$ cat src/include/tuner_bias_regs.svh
// register offsets, field positions, reset values and timing counts
// Notes on behaviour
// - io rail rising enters startup and resets every register to default
// - the same reset clears all serial interface state
// - reset refires only after io rail went low; no brown-out detection
// - power state reads startup after reset then moves to active alone
// - boost level defaults to 1011 and all six enables default to zero
// - after reset every high voltage output stands high impedance
// - io rail low means shutdown, all blocks off, registers discarded
// - shutdown to active completes within 300 us, typically 180 us
// - with io rail applied device starts alone and waits in active
// - boost on while rail below 4-bit reference, off once above it
// - boost switching clock averages 2 MHz, spread from 0.8 to 4 MHz; code spreads half periods over 19 to 33 core cycles only
// - output volts equal code over 255 times 24 V times two
// - in shutdown every high voltage output is high impedance
// - each frame is judged alone as bus command, 30-bit or 32-bit
// - three-wire port is write only with no read-back
// - chip select change before full length drops every bit of frame
// - data arrives msb first and is sampled on rising clock edges
// - a three-wire command is committed only on chip select falling
// - frame length is rising edges while select high; only 30 or 32
// - low power keeps serial alive and registers, outputs and boost off
// - power state command to startup from active or low power resets all
`ifndef TUNER_BIAS_REGS_SVH
`define TUNER_BIAS_REGS_SVH
`define ADDR_DAC_CB      5'h00
`define ADDR_DAC_BA      5'h01
`define ADDR_DAC_FE      5'h02
`define ADDR_DAC_ED      5'h03
`define ADDR_CONTROL     5'h04
`define RST_BOOST_LEVEL  4'hb
`define RST_ENABLE_MASK  6'h00
`define PWR_ACTIVE       2'h0
`define PWR_STARTUP      2'h1
`define PWR_LOW          2'h2
`define FRAME_SHORT      6'h1e
`define FRAME_LONG       6'h20
`define HEADER_LONG      3'h6
`define DEVICE_ID_FIELD  8'h6d  // arbitrary device match value
`define WAKE_TYPICAL_US  180
`define WAKE_MAX_US      300
`define CLOCK_MHZ        100
`define BOOST_AVG_KHZ    2000
`define BOOST_MIN_KHZ    800
`define BOOST_MAX_KHZ    4000
`endif

$ cat src/include/tuner_bias_pkg.sv
// types shared by the bias controller
package tuner_bias_pkg;
  typedef enum logic [3:0] {
    MODE_SHUTDOWN = 4'h1,
    MODE_STARTUP  = 4'h2,
    MODE_ACTIVE   = 4'h4,
    MODE_LOWPOWER = 4'h8
  } mode_type;

  typedef struct packed {
    logic [7:0] code0;
    logic [7:0] code1;
    logic [7:0] code2;
    logic [7:0] code3;
    logic [7:0] code4;
    logic [7:0] code5;
  } codes_type;

  typedef struct packed {
    logic [3:0] boostLevel;
    logic [5:0] enableMask;
    logic [1:0] powerSelect;
    codes_type  codes;
  } regs_type;

  typedef struct packed {
    logic [2:0]  rail;
    logic [2:0]  sclk;
    logic [2:0]  csel;
    logic [1:0]  sdata;
    logic [31:0] shift;
    logic [6:0]  count;
    logic        overflow;
    logic [15:0] wakeCount;
    logic [7:0]  boostDiv;
    logic [3:0]  lfsr;
    mode_type    mode;
    regs_type    regs;
    logic        boostRun;
    logic        boostClk;
    logic [5:0]  driveOn;
    codes_type   outCodes;
    logic [1:0]  powerState;
    logic [1:0]  cmp;
  } state_type;
endpackage

$ cat src/verilog/tuner_bias_power_and_serial_ctrl.sv
// power sequencing, boost control and three-wire write port of the biaser
`timescale 1ns/1ps
`include "tuner_bias_regs.svh"
module tuner_bias_power_and_serial_ctrl #(
  parameter int WAKE_CYCLES = `WAKE_TYPICAL_US * `CLOCK_MHZ
) (
  input  wire logic                   core_clk,
  input  wire logic                   rst,
  input  wire logic                   ioRailLevel,
  input  wire logic                   serialClk,
  input  wire logic                   chipSelect,
  input  wire logic                   serialData,
  input  wire logic                   railBelowReference,
  output logic                        boostEnable,
  output logic                        boostSwitchClk,
  output logic [3:0]                  boostLevelCode,
  output logic [5:0]                  outputDriveEnable,
  output tuner_bias_pkg::codes_type   outputCodes,
  output logic [1:0]                  powerStateCommand
);
  // wake delay must sit below the longest permitted startup time
  localparam int WAKE_LIMIT = `WAKE_MAX_US * `CLOCK_MHZ;
  localparam int WAKE_USED  = (WAKE_CYCLES < WAKE_LIMIT) ?
                              WAKE_CYCLES : WAKE_LIMIT;
  localparam logic [15:0] WAKE_END = 16'(WAKE_USED - 1);
  // half periods of the spread boost clock, 0.8 to 4 MHz around 2 MHz
  localparam int HALF_AVG = (`CLOCK_MHZ * 1000) / (2 * `BOOST_AVG_KHZ);
  localparam int HALF_MIN = (`CLOCK_MHZ * 1000) / (2 * `BOOST_MAX_KHZ);
  localparam int HALF_MAX = (`CLOCK_MHZ * 1000) / (2 * `BOOST_MIN_KHZ);
  localparam logic [7:0] HALF_AVG_C = 8'(HALF_AVG);
  localparam logic [7:0] HALF_MIN_C = 8'(HALF_MIN);
  localparam logic [7:0] HALF_MAX_C = 8'(HALF_MAX);

  tuner_bias_pkg::state_type s_q;
  tuner_bias_pkg::state_type s_d;

  // default register image, used by every power-on or commanded reset
  function automatic tuner_bias_pkg::regs_type defaultRegs();
    tuner_bias_pkg::regs_type r;
    r             = '0;
    r.boostLevel  = `RST_BOOST_LEVEL;
    r.enableMask  = `RST_ENABLE_MASK;
    r.powerSelect = `PWR_STARTUP;
    return r;
  endfunction

  // decode a committed frame into the register image
  function automatic tuner_bias_pkg::regs_type writeReg(
    input tuner_bias_pkg::regs_type r,
    input logic [4:0]               addr,
    input logic [15:0]              data
  );
    tuner_bias_pkg::regs_type n;
    n = r;
    if (addr == `ADDR_DAC_CB) begin
      n.codes.code2 = data[7:0];
    end else if (addr == `ADDR_DAC_BA) begin
      n.codes.code1 = data[15:8];
      n.codes.code0 = data[7:0];
    end else if (addr == `ADDR_DAC_FE) begin
      n.codes.code5 = data[7:0];
    end else if (addr == `ADDR_DAC_ED) begin
      n.codes.code4 = data[15:8];
      n.codes.code3 = data[7:0];
    end else if (addr == `ADDR_CONTROL) begin
      n.powerSelect = data[13:12];
      n.boostLevel  = data[11:8];
      n.enableMask  = data[5:0];
    end
    return n;
  endfunction

  logic        railUp;
  logic        clkRise;
  logic        csRise;
  logic        csFall;
  logic [29:0] frame;
  logic        frameOk;
  logic        resetRegs;

  // next state of the whole block
  always_comb begin
    s_d = s_q;
    // two flops on every pin, third stage on clock, select and rail; edges found on clock and select only
    s_d.rail  = {s_q.rail[1:0], ioRailLevel};
    s_d.sclk  = {s_q.sclk[1:0], serialClk};
    s_d.csel  = {s_q.csel[1:0], chipSelect};
    s_d.sdata = {s_q.sdata[0], serialData};
    s_d.cmp   = {s_q.cmp[0], railBelowReference};
    railUp  = s_q.rail[1];
    clkRise = s_q.sclk[1] & ~s_q.sclk[2];
    csRise  = s_q.csel[1] & ~s_q.csel[2];
    csFall  = ~s_q.csel[1] & s_q.csel[2];
    frame   = s_q.shift[29:0];
    frameOk = 1'b0;
    resetRegs = 1'b0;

    // serial shifter, msb first; length counted while select high
    // a clock edge seen together with the select edge is the first bit
    if (!railUp || csRise) begin
      s_d.shift    = '0;
      s_d.count    = '0;
      s_d.overflow = 1'b0;
    end
    if (railUp && s_q.csel[1] && clkRise) begin
      s_d.shift = {s_d.shift[30:0], s_q.sdata[1]};
      if (s_d.count == 7'h7f) begin
        s_d.overflow = 1'b1;
      end else begin
        s_d.count = s_d.count + 7'h01;
      end
    end

    // per frame length check; 32-bit frames must carry the header
    if (csFall && !s_q.overflow) begin
      if (s_q.count == {1'b0, `FRAME_SHORT}) begin
        frameOk = 1'b1;
      end else if (s_q.count == {1'b0, `FRAME_LONG} &&
                   s_q.shift[31:29] == `HEADER_LONG) begin
        frameOk = 1'b1;
      end
    end
    // write bit low and matching device field; no read path exists
    if (frameOk && (frame[29] || frame[28:21] != `DEVICE_ID_FIELD)) begin
      frameOk = 1'b0;
    end

    // mode machine
    case (s_q.mode)
      tuner_bias_pkg::MODE_SHUTDOWN: begin
        s_d.regs      = defaultRegs();
        s_d.wakeCount = '0;
        if (railUp) begin
          s_d.mode = tuner_bias_pkg::MODE_STARTUP;
        end
      end
      tuner_bias_pkg::MODE_STARTUP: begin
        s_d.regs = defaultRegs();
        if (s_q.wakeCount == WAKE_END) begin
          s_d.mode = tuner_bias_pkg::MODE_ACTIVE;
          s_d.regs.powerSelect = `PWR_ACTIVE;
        end else begin
          s_d.wakeCount = s_q.wakeCount + 16'h0001;
        end
      end
      tuner_bias_pkg::MODE_ACTIVE,
      tuner_bias_pkg::MODE_LOWPOWER: begin
        if (frameOk) begin
          s_d.regs = writeReg(s_q.regs, frame[4:0], frame[20:5]);
        end
        if (s_d.regs.powerSelect == `PWR_STARTUP) begin
          resetRegs = 1'b1;
        end
        if (resetRegs) begin
          s_d.mode      = tuner_bias_pkg::MODE_STARTUP;
          s_d.wakeCount = '0;
          s_d.regs      = defaultRegs();
        end else if (s_d.regs.powerSelect == `PWR_LOW) begin
          s_d.mode = tuner_bias_pkg::MODE_LOWPOWER;
        end else begin
          s_d.mode = tuner_bias_pkg::MODE_ACTIVE;
        end
      end
      default: begin
        s_d.mode = tuner_bias_pkg::MODE_SHUTDOWN;
      end
    endcase
    // rail low wins over everything
    if (!railUp) begin
      s_d.mode = tuner_bias_pkg::MODE_SHUTDOWN;
      s_d.regs = defaultRegs();
    end

    // boost runs in startup and active only, hysteresis from comparator
    s_d.boostRun = s_q.cmp[1] &&
      (s_q.mode == tuner_bias_pkg::MODE_STARTUP ||
       s_q.mode == tuner_bias_pkg::MODE_ACTIVE);

    // spread clock: half period walks 19..33 cycles around the average, inside the min..max clamps
    s_d.lfsr = {s_q.lfsr[2:0], s_q.lfsr[3] ^ s_q.lfsr[2]};
    if (!s_q.boostRun) begin
      s_d.boostDiv = '0;
      s_d.boostClk = 1'b0;
    end else if (s_q.boostDiv == '0) begin
      s_d.boostClk = ~s_q.boostClk;
      if (s_q.lfsr[3]) begin
        s_d.boostDiv = HALF_AVG_C + {5'h00, s_q.lfsr[2:0]} <= HALF_MAX_C ?
          HALF_AVG_C + {5'h00, s_q.lfsr[2:0]} : HALF_MAX_C;
      end else begin
        s_d.boostDiv = HALF_AVG_C - {5'h00, s_q.lfsr[2:0]} >= HALF_MIN_C ?
          HALF_AVG_C - {5'h00, s_q.lfsr[2:0]} : HALF_MIN_C;
      end
    end else begin
      s_d.boostDiv = s_q.boostDiv - 8'h01;
    end

    // outputs drive only in active mode with their enable bit
    if (s_q.mode == tuner_bias_pkg::MODE_ACTIVE) begin
      s_d.driveOn = s_q.regs.enableMask;
    end else begin
      s_d.driveOn = '0;
    end
    s_d.outCodes   = s_q.regs.codes;
    s_d.powerState = s_q.regs.powerSelect;
  end

  // single state register
  always_ff @(posedge core_clk or posedge rst) begin
    if (rst) begin
      s_q          <= '0;
      s_q.mode     <= tuner_bias_pkg::MODE_SHUTDOWN;
      s_q.lfsr     <= 4'h1;
      s_q.regs.boostLevel  <= `RST_BOOST_LEVEL;
      s_q.regs.powerSelect <= `PWR_STARTUP;
      s_q.powerState       <= `PWR_STARTUP;
    end else begin
      s_q <= s_d;
    end
  end

  assign boostEnable       = s_q.boostRun;
  assign boostSwitchClk    = s_q.boostClk;
  assign boostLevelCode    = s_q.regs.boostLevel;
  assign outputDriveEnable = s_q.driveOn;
  assign outputCodes       = s_q.outCodes;
  assign powerStateCommand = s_q.powerState;
endmodule // tuner_bias_power_and_serial_ctrl
$ cat config.mk
export PLATFORM = sky130hd
export DESIGN_NAME = tuner_bias_power_and_serial_ctrl
export DESIGN_NICKNAME = d
export VERILOG_FILES = /design/src/include/tuner_bias_pkg.sv /design/src/verilog/tuner_bias_power_and_serial_ctrl.sv
export VERILOG_INCLUDE_DIRS = /design/src /design/src/include
export SDC_FILE = /design/constraint.sdc
export NUM_CORES = 1
export LEC_CHECK = 0
export ABC_AREA = 1
export BUFFER_PORTS_ARGS = -buffer_cell sky130_fd_sc_hd__buf_2
export CAP_MARGIN = 5
export CORE_MARGIN = 4
export CORE_UTILIZATION = 45
export DETAILED_ROUTE_END_ITERATION = 8
export GPL_ROUTABILITY_DRIVEN = 0
export PLACE_DENSITY = 0.67
export REMOVE_ABC_BUFFERS = 1
export SYNTH_ARGS = -nofsm -noshare
export SYNTH_HDL_FRONTEND = slang
export SYNTH_SLANG_ARGS = --single-unit
$ cat constraint.sdc
create_clock -name core_clk -period 9.2 [get_ports core_clk]
set_input_delay 1.38 -clock core_clk [delete_from_list [all_inputs] [get_ports core_clk]]
set_output_delay 1.38 -clock core_clk [all_outputs]
set_load 0.05 [all_outputs]
==> results of run 1 <==
critical path, delay by kind of cell, from the launching register on:
| family | cells | cell delay [ps] |
|---|---|---|
| and+or+nand+nor | 8 | 2560 |
| DFF | 1 | 410 |
| AOI/OAI and AO/OA | 2 | 340 |
| buffers and inverters | 3 | 310 |
| adders and majority gates | 1 | 170 |
sequential cells by signal, summed over array words and instances (netlist names), 2 cells and up:
register and cells:
s_d 60, s_q 49, outputCodes 48, frame 30, outputDriveEnable 6, boostLevelCode 4
powerStateCommand 2
layout by cell type (no fill, tap or decap), types with 4 or more instances in the layout:
cell	instances
a211oi_1	4
a21oi_1	10
buf_2	68
clkbuf_16	22
clkbuf_8	4
clkinv_2	5
dfrtp_1	195
dfstp_2	7
ha_1	11
inv_1	67
inv_2	5
nand2_1	239
nand2_2	5
nand3_1	73
nand4_1	15
nor2_1	95
nor2_4	7
nor3_1	10
o21ai_0	44
o21ai_1	27
o22ai_1	6
xnor2_1	4
xor2_1	15
metrics by stage:
| step | cell area [sq um] | setup slack, ps | hold slack, ps |
|---|---|---|---|
| floorplan | 8240 | 2320 | 331 |
| global placement | 8940 | 5570 | 335 |
| detailed placement | 8940 | 5380 | 335 |
| CTS | 9670 | 5330 | 343 |
| global route | 9670 | 4840 | 343 |
| finish | 9670 | 5320 | 340 |
metal layers:
metal  global-route usage  vias up
li1                     -     3020
met1                0.216     2879
met2                0.248       96
met3               0.0286       23
met4               0.0411        0
met5                    0        -
final timing paths:
path | start | endpoint | slack, ps | depth (start not counted)
max | frame[4] | s_d[15] | 5320 | 14
min | s_d[201] | railUp | 340 | 0
max reg2reg | frame[4] | s_d[15] | 5320 | 14
min reg2reg | s_d[201] | railUp | 340 | 0
max in group asynchronous | rst | outputCodes[22] | 6620 | 3
min in group asynchronous | rst | s_q[134] | 1020 | 2
final cells by class:
type | instances | area [sq um] | share of cell area
flip-flops and latches | 202 | 5060 | 0.524
multi-input cells | 589 | 2900 | 0.299
clock buffers | 29 | 617 | 0.0638
repair buffers | 70 | 355 | 0.0367
well taps | 265 | 332 | 0.0343
inverters | 75 | 289 | 0.0299
clock inverters | 10 | 119 | 0.0123
synthesized netlist by cell type, types with 4 or more instances:
cell type / number
nand3_1: 73
inv_2: 5
xor2_1: 15
buf_4: 67
xnor2_1: 4
nand2_2: 5
o21ai_0: 44
a211oi_1: 4
buf_2: 6
dfrtp_1: 195
inv_1: 68
o21ai_1: 27
nand4_1: 15
nand2_1: 239
a21oi_1: 10
clkbuf_1: 10
ha_1: 11
nor2_1: 95
nor2_4: 7
nor3_1: 10
o22ai_1: 6
dfstp_2: 7
logic make-up after synthesis:
family          after synthesis  synth area share
fa+ha+maj                    11            0.0155
flops                       202             0.572
simple gates                457             0.227
buf+inv                     163             0.101
xor+xnor                     19            0.0188
compound gates              102            0.0656
power breakdown:
part / switching, uW / internal, uW
Combinational: 132 / 32.9
Sequential: 12.1 / 906
Clock: 346 / 531
==> out/summary.log, run 1 <==
[synth] count of flip-flops with a built-in enable after synthesis 0
[clock_tree] number of buffers created by CTS 22
[clock_tree] clock edge transition at the registers on the reported setup and hold paths 60 ps
[floorplanning] Die Span Y 148 microns
[synth] Post-Synthesis Cell Area 0.00885 sq mm
[routing] total via count after detailed routing 6018
[global_routing] largest net degree at the start of global routing 113
[flow_run] number of max-cap violations 0
[clock_tree] TritonCTS Sinks 202
[routing] met3 WL 666 microns
[power] largest vdd supply drop 103 uV
[floorplanning] Core ar. 0.0194 sq mm
[placement] number of placed instances, taps included 1201
[cells_and_area] area delta synth->final 9.24%
[cells_and_area] Cell Count, Final, Fillers Out 1240
[synth] total of warnings raised by yosys 0
[global_routing] GRT Util Overall 0.154
[floorplanning] count of boundary I/O pins 69
[synth] fraction of post-synthesis cell area in the top cell type by area 0.551
[clock_tree] maximum level of the CTS H-tree 1
[synth] Synth async-reset ratio 1.00
[clock_tree] clock latency reported for the late side of the worst-skew pair 500 ps
[global_routing] overflow left after global routing 0
[synth] Avg Synthesized Cell Area 9.28 sq um
[routing] Starting DRT DRC Count 329
[setup_path] Crit Path Class register to register
[sta] post-layout min period 3880 ps
[routing] via-per-instance ratio 4.85
[routing] number of remaining DRC errors 0
[global_routing] global-route wire length before repair 28100 microns
[synth] Gate Count Post-Synth 954
[clock_tree] CTS tree built
[floorplanning] number of placement rows 51
[setup_path] cell with the largest stage delay on the worst path nor2_1
[sta] Final Skew 18.8 ps
[sta] Final setup violation count 0
[cells_and_area] share of post-route cells with drive strength above 1 0.149
[synth] most common flop cell mapped by yosys dfrtp_1
[synth] cell type contributing the most total cell area after synthesis dfrtp_1
[clock_tree] quantity of hold-fixing buffers added after cts 0
[routing] highest routing layer actually used met4
[placement] HPWL after detailed placement 11100 microns
[power] power consumption 1960 uW
[setup_path] Max stage delay on crit path 620 ps
[clock_tree] cell at the root of the clock tree clkbuf_16
[synth] Yosys cell types 43
[clock_tree] Resized Gates After CTS 0
[min_path] Hold/Removal Path Class register to register
[power] power density normalized to cell area 203 mW/mm^2
[synth] register area share after synthesis 0.572
[routing] Post-Route WL 16600 microns
[global_routing] via count of the first global-routing pass 5807
[cells_and_area] n_diodes 0
[clock_tree] Bufs on Longest Clock Path 3
[setup_path] kind of end point of the critical path register
[sta] Hold Vio Cnt, Final 0
[sta] setup TNS 0 ps
[routing] total iterations of the first detailed-routing run 4
[power] leakage power 0.00483 uW
[routing] post-detailed-route wirelength per cell 13.4 microns
[sta] Final Cycle Share 0.422
[setup_path] required time at the endpoint of the critical path 9610 ps
[placement] Port-buffer cells 68
[cells_and_area] final net count 978
[routing] final antenna-violating net count 0
[status] status finished clean
[floorplanning] floorplan die width 148 microns
[setup_path] list of cells traversed by the critical path nor2_1 > nand4_1 > inv_2 > nand3_1 > o21ai_1 > inv_1 > ha_1 > inv_1 > nand3_2 > nor2_1 > nand2_1 > nand3_2 > nand2_1 > o21ai_1
[setup_path] worst-path maximum fanout 32
[sta] worst max-slew margin expressed relative to the limit 0.288
[floorplanning] effective utilization at floorplan 0.456
[sta] max frequency 0.258 GHz
[cells_and_area] Layout fillers 1834
[routing] Met1 Wirelength 7900 microns
[setup_path] Worst Path Arrival 4300 ps
[global_routing] antenna violations before repair 0
[synth] Yosys reg bits 202
[floorplanning] die area 0.0220 sq mm
[sta] slew at the pin closest to its max-slew limit 1070 ps
[clock_tree] count of buffers added by post-CTS timing repair for setup 0
[synth] ranking of synthesized cells by area dfrtp_1, nand2_1, buf_4
[sta] RSZ-0062 raised after global routing no
[cells_and_area] core utilization of the finished layout 0.499
[setup_path] Setup crit start kind register
[routing] metal2 WL 7780 microns
[sta] final number of max-transition violations 0
Note: power is estimated with default switching activity, not from simulation.
==> inputs of run 2 (changes only) <==
- PLACE_DENSITY: 0.67 -> 0.69
- clock period: 9.2 -> 3.2 ns (I/O delays scaled with it)
==> out/summary.log, run 2 (synthesized netlist as in run 1, its figures left out) <==
[status] status finished clean
[global_routing] largest net degree at the start of global routing 102
[power] largest vdd supply drop 297 uV
[placement] HPWL after detailed placement 11500 microns
[routing] final antenna-violating net count 0
[setup_path] setup slack, reg-to-reg 370 ps
[clock_tree] cell at the root of the clock tree clkbuf_16
[routing] number of remaining DRC errors 0
[floorplanning] die area 0.0220 sq mm
[cells_and_area] n_diodes 0
[placement] Port-buffer cells 68
[placement] number of placed instances, taps included 1213
[setup_path] worst-path maximum fanout 17
[setup_path] Setup crit start kind register
[floorplanning] floorplan die width 148 microns
[global_routing] global-route wire length before repair 28800 microns
[clock_tree] clock latency reported for the late side of the worst-skew pair 500 ps
[clock_tree] number of buffers created by CTS 22
[cells_and_area] final net count 990
[clock_tree] clock edge transition at the registers on the reported setup and hold paths 60 ps
[clock_tree] TritonCTS Sinks 202
[clock_tree] count of buffers added by post-CTS timing repair for setup 0
[routing] total iterations of the first detailed-routing run 5
[setup_path] capturing instance or port of the critical path s_d[49]
[setup_path] required time at the endpoint of the critical path 3600 ps
[flow_run] number of max-cap violations 0
[sta] Final Skew 19.8 ps
[sta] worst max-slew margin expressed relative to the limit 0.552
[power] power density normalized to cell area 570 mW/mm^2
[power] leakage power 0.00487 uW
[setup_path] Worst Path Arrival 3230 ps
[cells_and_area] Layout fillers 1789
[floorplanning] Core ar. 0.0194 sq mm
[floorplanning] count of boundary I/O pins 69
[setup_path] number of cells traversed by the worst register-to-register path 16
[sta] max frequency 0.353 GHz
[cells_and_area] area delta synth->final 10.3%
[global_routing] via count of the first global-routing pass 5866
[sta] RSZ-0062 raised after global routing no
[sta] Final Cycle Share 0.886
[global_routing] overflow left after global routing 0
[cells_and_area] leading cell type in the layout, fill and taps excluded nand2_1
[setup_path] list of cells traversed by the critical path nor2_1 > nand3_1 > nor2_4 > nand3_2 > nand2_1 > o21ai_2 > inv_1 > ha_1 > inv_1 > nand3_2 > nor2_1 > buf_4 > a21oi_4 > inv_2 > nand2_1 > nand2_1
[clock_tree] Bufs on Longest Clock Path 3
[clock_tree] CTS tree built
[floorplanning] Die Span Y 148 microns
[sta] Hold Vio Cnt, Final 0
[setup_path] cell with the largest stage delay on the worst path a21oi_4
[routing] Starting DRT DRC Count 352
[setup_path] most repeated library cell on the critical path nand2_1
[sta] slew at the pin closest to its max-slew limit 673 ps
[setup_path] Crit Path Class register to register
[routing] post-detailed-route wirelength per cell 13.4 microns
[sta] final number of max-transition violations 0
[setup_path] worst reg2reg endpoint s_d[49]
[setup_path] launch point of the critical path s_d[196]
[routing] Post-Route WL 16700 microns
[setup_path] R2R Path Start s_d[196]
[sta] Final setup violation count 0
[global_routing] GRT Util Overall 0.156
[routing] total via count after detailed routing 6085
[clock_tree] maximum level of the CTS H-tree 1
[setup_path] kind of end point of the critical path register
[floorplanning] effective utilization at floorplan 0.456
[routing] via-per-instance ratio 4.86
[cells_and_area] highest-count cells in the layout ignoring fill and taps nand2_1, dfrtp_1, nor2_1
[floorplanning] number of placement rows 51
[min_path] Hold/Removal Path Class input port to register
[cells_and_area] share of post-route cells with drive strength above 1 0.160
[sta] setup TNS 0 ps
[global_routing] antenna violations before repair 0
[cells_and_area] Cell Count, Final, Fillers Out 1252
[sta] Worst Hold Margin 86.6 ps
[setup_path] Max stage delay on crit path 430 ps
[cells_and_area] Largest register FFs 60
[sta] post-layout min period 2830 ps
-- run 2: worst min-delay path by stage --
stage / from / endpoint / slack (ps) / cells after the start
after floorplan: s_d[201] / railUp / 330 / 0
after global placement: s_d[193] / s_q[193] / 330 / 0
after detailed placement: s_d[1] / s_q[1] / 340 / 0
after CTS: railBelowReference / s_d[1] / 70 / 1
after global routing: railBelowReference / s_d[1] / 70 / 1
final: ioRailLevel / s_d[201] / 90 / 1
-- run 2: timing repair --
action,CTS,global route
gates resized for setup,0,3
setup endpoints to repair,0,7
hold buffers,0,0
-- run 2: power breakdown --
part	internal (uW)	switching, uW
Clock	1430	999
Sequential	2600	34.4
Combinational	112	387
-- run 2: layer usage --
| metal | vias up | routed length, microns | track usage | part of all wire |
|---|---|---|---|---|
| li1 | 3046 | - | - | - |
| met1 | 2876 | 7770 | 0.220 | 0.46 |
| met2 | 139 | 7860 | 0.254 | 0.47 |
| met3 | 24 | 840 | 0.0238 | 0.050 |
| met4 | 0 | 280 | 0.0420 | 0.017 |
| met5 | - | 0 | 0 | 0 |
-- run 2: area by class of cell --
class / instances / area, sq um / share of cell area
Sequential cell: 202 / 5060 / 0.518
Multi-Input combinational cell: 589 / 2910 / 0.297
Clock buffer: 30 / 611 / 0.0625
Timing Repair Buffer: 82 / 470 / 0.0482
Tap cell: 265 / 332 / 0.0339
Inverter: 75 / 293 / 0.0300
Clock inverter: 9 / 93.8 / 0.00961
-- run 2: critical path: cells and delay by family, from the launching register on --
family	cells	cell delay (ps)
AOI/OAI and AO/OA	2	500
buffers and inverters	4	520
DFF	1	400
adders and majority gates	1	120
and+or+nand+nor	9	1170
-- run 2: metrics by stage --
stage / power [uW] / util / setup slack [ps] / cell area [sq um]
2_1_floorplan: 3040 / - / -2780 / 8240
3_3_place_gp: 3180 / 0.467 / 438 / 9050
3_5_place_dp: 3190 / 0.467 / 352 / 9050
4_1_cts: 5620 / 0.503 / 276 / 9760
5_1_grt: 5800 / 0.504 / 48.0 / 9770
6_report: 5570 / 0.504 / 366 / 9770
==> inputs of run 3 (changes only) <==
- CORE_ASPECT_RATIO: default -> 1.1
- CORE_MARGIN: 4 -> 10
==> out/summary.log, run 3 (synthesized netlist as in run 1, its figures left out) <==
[status] status finished clean
[power] power density normalized to cell area 562 mW/mm^2
[routing] Post-Route WL 17700 microns
[setup_path] worst-path maximum fanout 16
[sta] final worst slack 419 ps
[global_routing] antenna violations before repair 0
[floorplanning] number of placement rows 53
[cells_and_area] highest-count cells in the layout ignoring fill and taps nand2_1, dfrtp_1, nor2_1
[power] largest vdd supply drop 341 uV
[cells_and_area] n_diodes 0
[global_routing] met3 Usage GRT 0.0284
[clock_tree] TritonCTS Sinks 202
[global_routing] met1 track demand over resource 0.173
[placement] Port-buffer cells 68
[setup_path] setup slack, reg-to-reg 420 ps
[global_routing] overflow left after global routing 0
[floorplanning] Core ar. 0.0192 sq mm
[floorplanning] effective utilization at floorplan 0.460
[sta] RSZ-0062 raised after global routing no
[power] leakage power 0.00483 uW
[cells_and_area] Cell Count, Final, Fillers Out 1228
[routing] number of remaining DRC errors 0
[clock_tree] clock latency reported for the late side of the worst-skew pair 490 ps
[sta] max frequency 0.360 GHz
[placement] worst slack at placement 209 ps
[sta] Worst Hold Margin 73.6 ps
[clock_tree] maximum level of the CTS H-tree 1
[sta] Final setup violation count 0
[flow_run] number of max-cap violations 0
[cells_and_area] Finished Cell Area 0.00967 sq mm
[routing] post-detailed-route wirelength per cell 14.4 microns
[global_routing] global-route wire length before repair 30000 microns
[cells_and_area] share of post-route cells with drive strength above 1 0.153
[setup_path] Worst Path Arrival 3190 ps
[placement] number of placed instances, taps included 1194
[cells_and_area] leading cell type in the layout, fill and taps excluded nand2_1
[floorplanning] floorplan die width 154 microns
[sta] Final Cycle Share 0.869
[floorplanning] count of boundary I/O pins 69
[setup_path] Setup crit start kind register
[routing] Starting DRT DRC Count 385
[sta] setup TNS 0 ps
[routing] via-per-instance ratio 4.92
[global_routing] global route hottest layer met2
[clock_tree] quantity of hold-fixing buffers added after cts 0
[min_path] Hold/Removal Path Class input port to asynchronous set/reset pin
[sta] worst max-slew margin expressed relative to the limit 0.606
[clock_tree] clock edge transition at the registers on the reported setup and hold paths 60 ps
[routing] total via count after detailed routing 6047
[cells_and_area] final net count 988
[setup_path] kind of end point of the critical path register
[clock_tree] CTS tree built
[global_routing] GRT Util Overall 0.136
[sta] Final Skew 21.4 ps
[global_routing] met2 GRT Util 0.231
[routing] final antenna-violating net count 0
[cells_and_area] Largest register FFs 60
[sta] post-layout min period 2780 ps
[global_routing] largest net degree at the start of global routing 90
[clock_tree] cell at the root of the clock tree clkbuf_16
[setup_path] Crit Path Class register to register
[clock_tree] number of buffers created by CTS 21
[floorplanning] Die Span Y 167 microns
[placement] HPWL after detailed placement 12300 microns
[setup_path] required time at the endpoint of the critical path 3610 ps
[routing] total iterations of the first detailed-routing run 5
[sta] slew at the pin closest to its max-slew limit 590 ps
[cells_and_area] area delta synth->final 9.23%
[sta] final number of max-transition violations 0
[global_routing] via count of the first global-routing pass 6049
[sta] Hold Vio Cnt, Final 0
[placement] Cell Area, Placed 0.00902 sq mm
[floorplanning] die area 0.0257 sq mm
[clock_tree] Bufs on Longest Clock Path 3
## run 3: final cells by class
cell class,instances,area [sq um]
timing repair buffer,81,463
clock buffer,28,552
multi-input combinational,589,2910
inverter,75,289
fill,1779,9560
tap,247,309
clock inverter,6,86.3
sequential,202,5060
## run 3: what timing repair did
item	4_1_cts	5_1_grt
setup endpoints to repair	0	54
resized for setup	0	3
buffers inserted	0	0
## run 3: per-layer routing
layer	vias to the layer above	part of all wire	wire (microns)
li1	3023	-	-
met1	2893	0.44	7700
met2	114	0.50	8890
met3	17	0.048	851
met4	0	0.012	215
met5	-	0	0
## run 3: final timing paths
path                                     from                    to  cells after the start
setup / recovery                     s_d[196]                s_d[8]                     15
hold / removal                            rst  outputDriveEnable[3]                      2
setup reg to reg                     s_d[196]                s_d[8]                     15
hold reg to reg                      s_d[198]              s_d[199]                      0
max in group asynchronous                 rst       outputCodes[35]                      3
min in group core_clk      railBelowReference                s_d[1]                      1
## run 3: metrics by stage
step | utilization | power [uW]
floorplan | - | 3040
global placement | 0.469 | 3180
detailed placement | 0.469 | 3190
CTS | 0.502 | 5490
global route | 0.503 | 5670
finish | 0.503 | 5430
## run 3: critical path: stages, from the launching register on
cell and delay (ps):
dfrtp_1 400, nor2_1 180, nand3_1 140, nor2_4 240
nand3_2 170, o21ai_2 200, inv_1 60, ha_1 170
inv_1 60, nand3_2 100, nor2_2 240, nand2_1 130
buf_4 190, nand2_2 240, nand2_1 80, o21ai_1 100
## run 3: power by group
part / switching (uW) / internal, uW / total [uW] / leakage (uW)
clock network: 927 / 1370 / 2290 / 0.000307
registers: 34.8 / 2600 / 2640 / 0.00277
logic: 387 / 112 / 498 / 0.00176
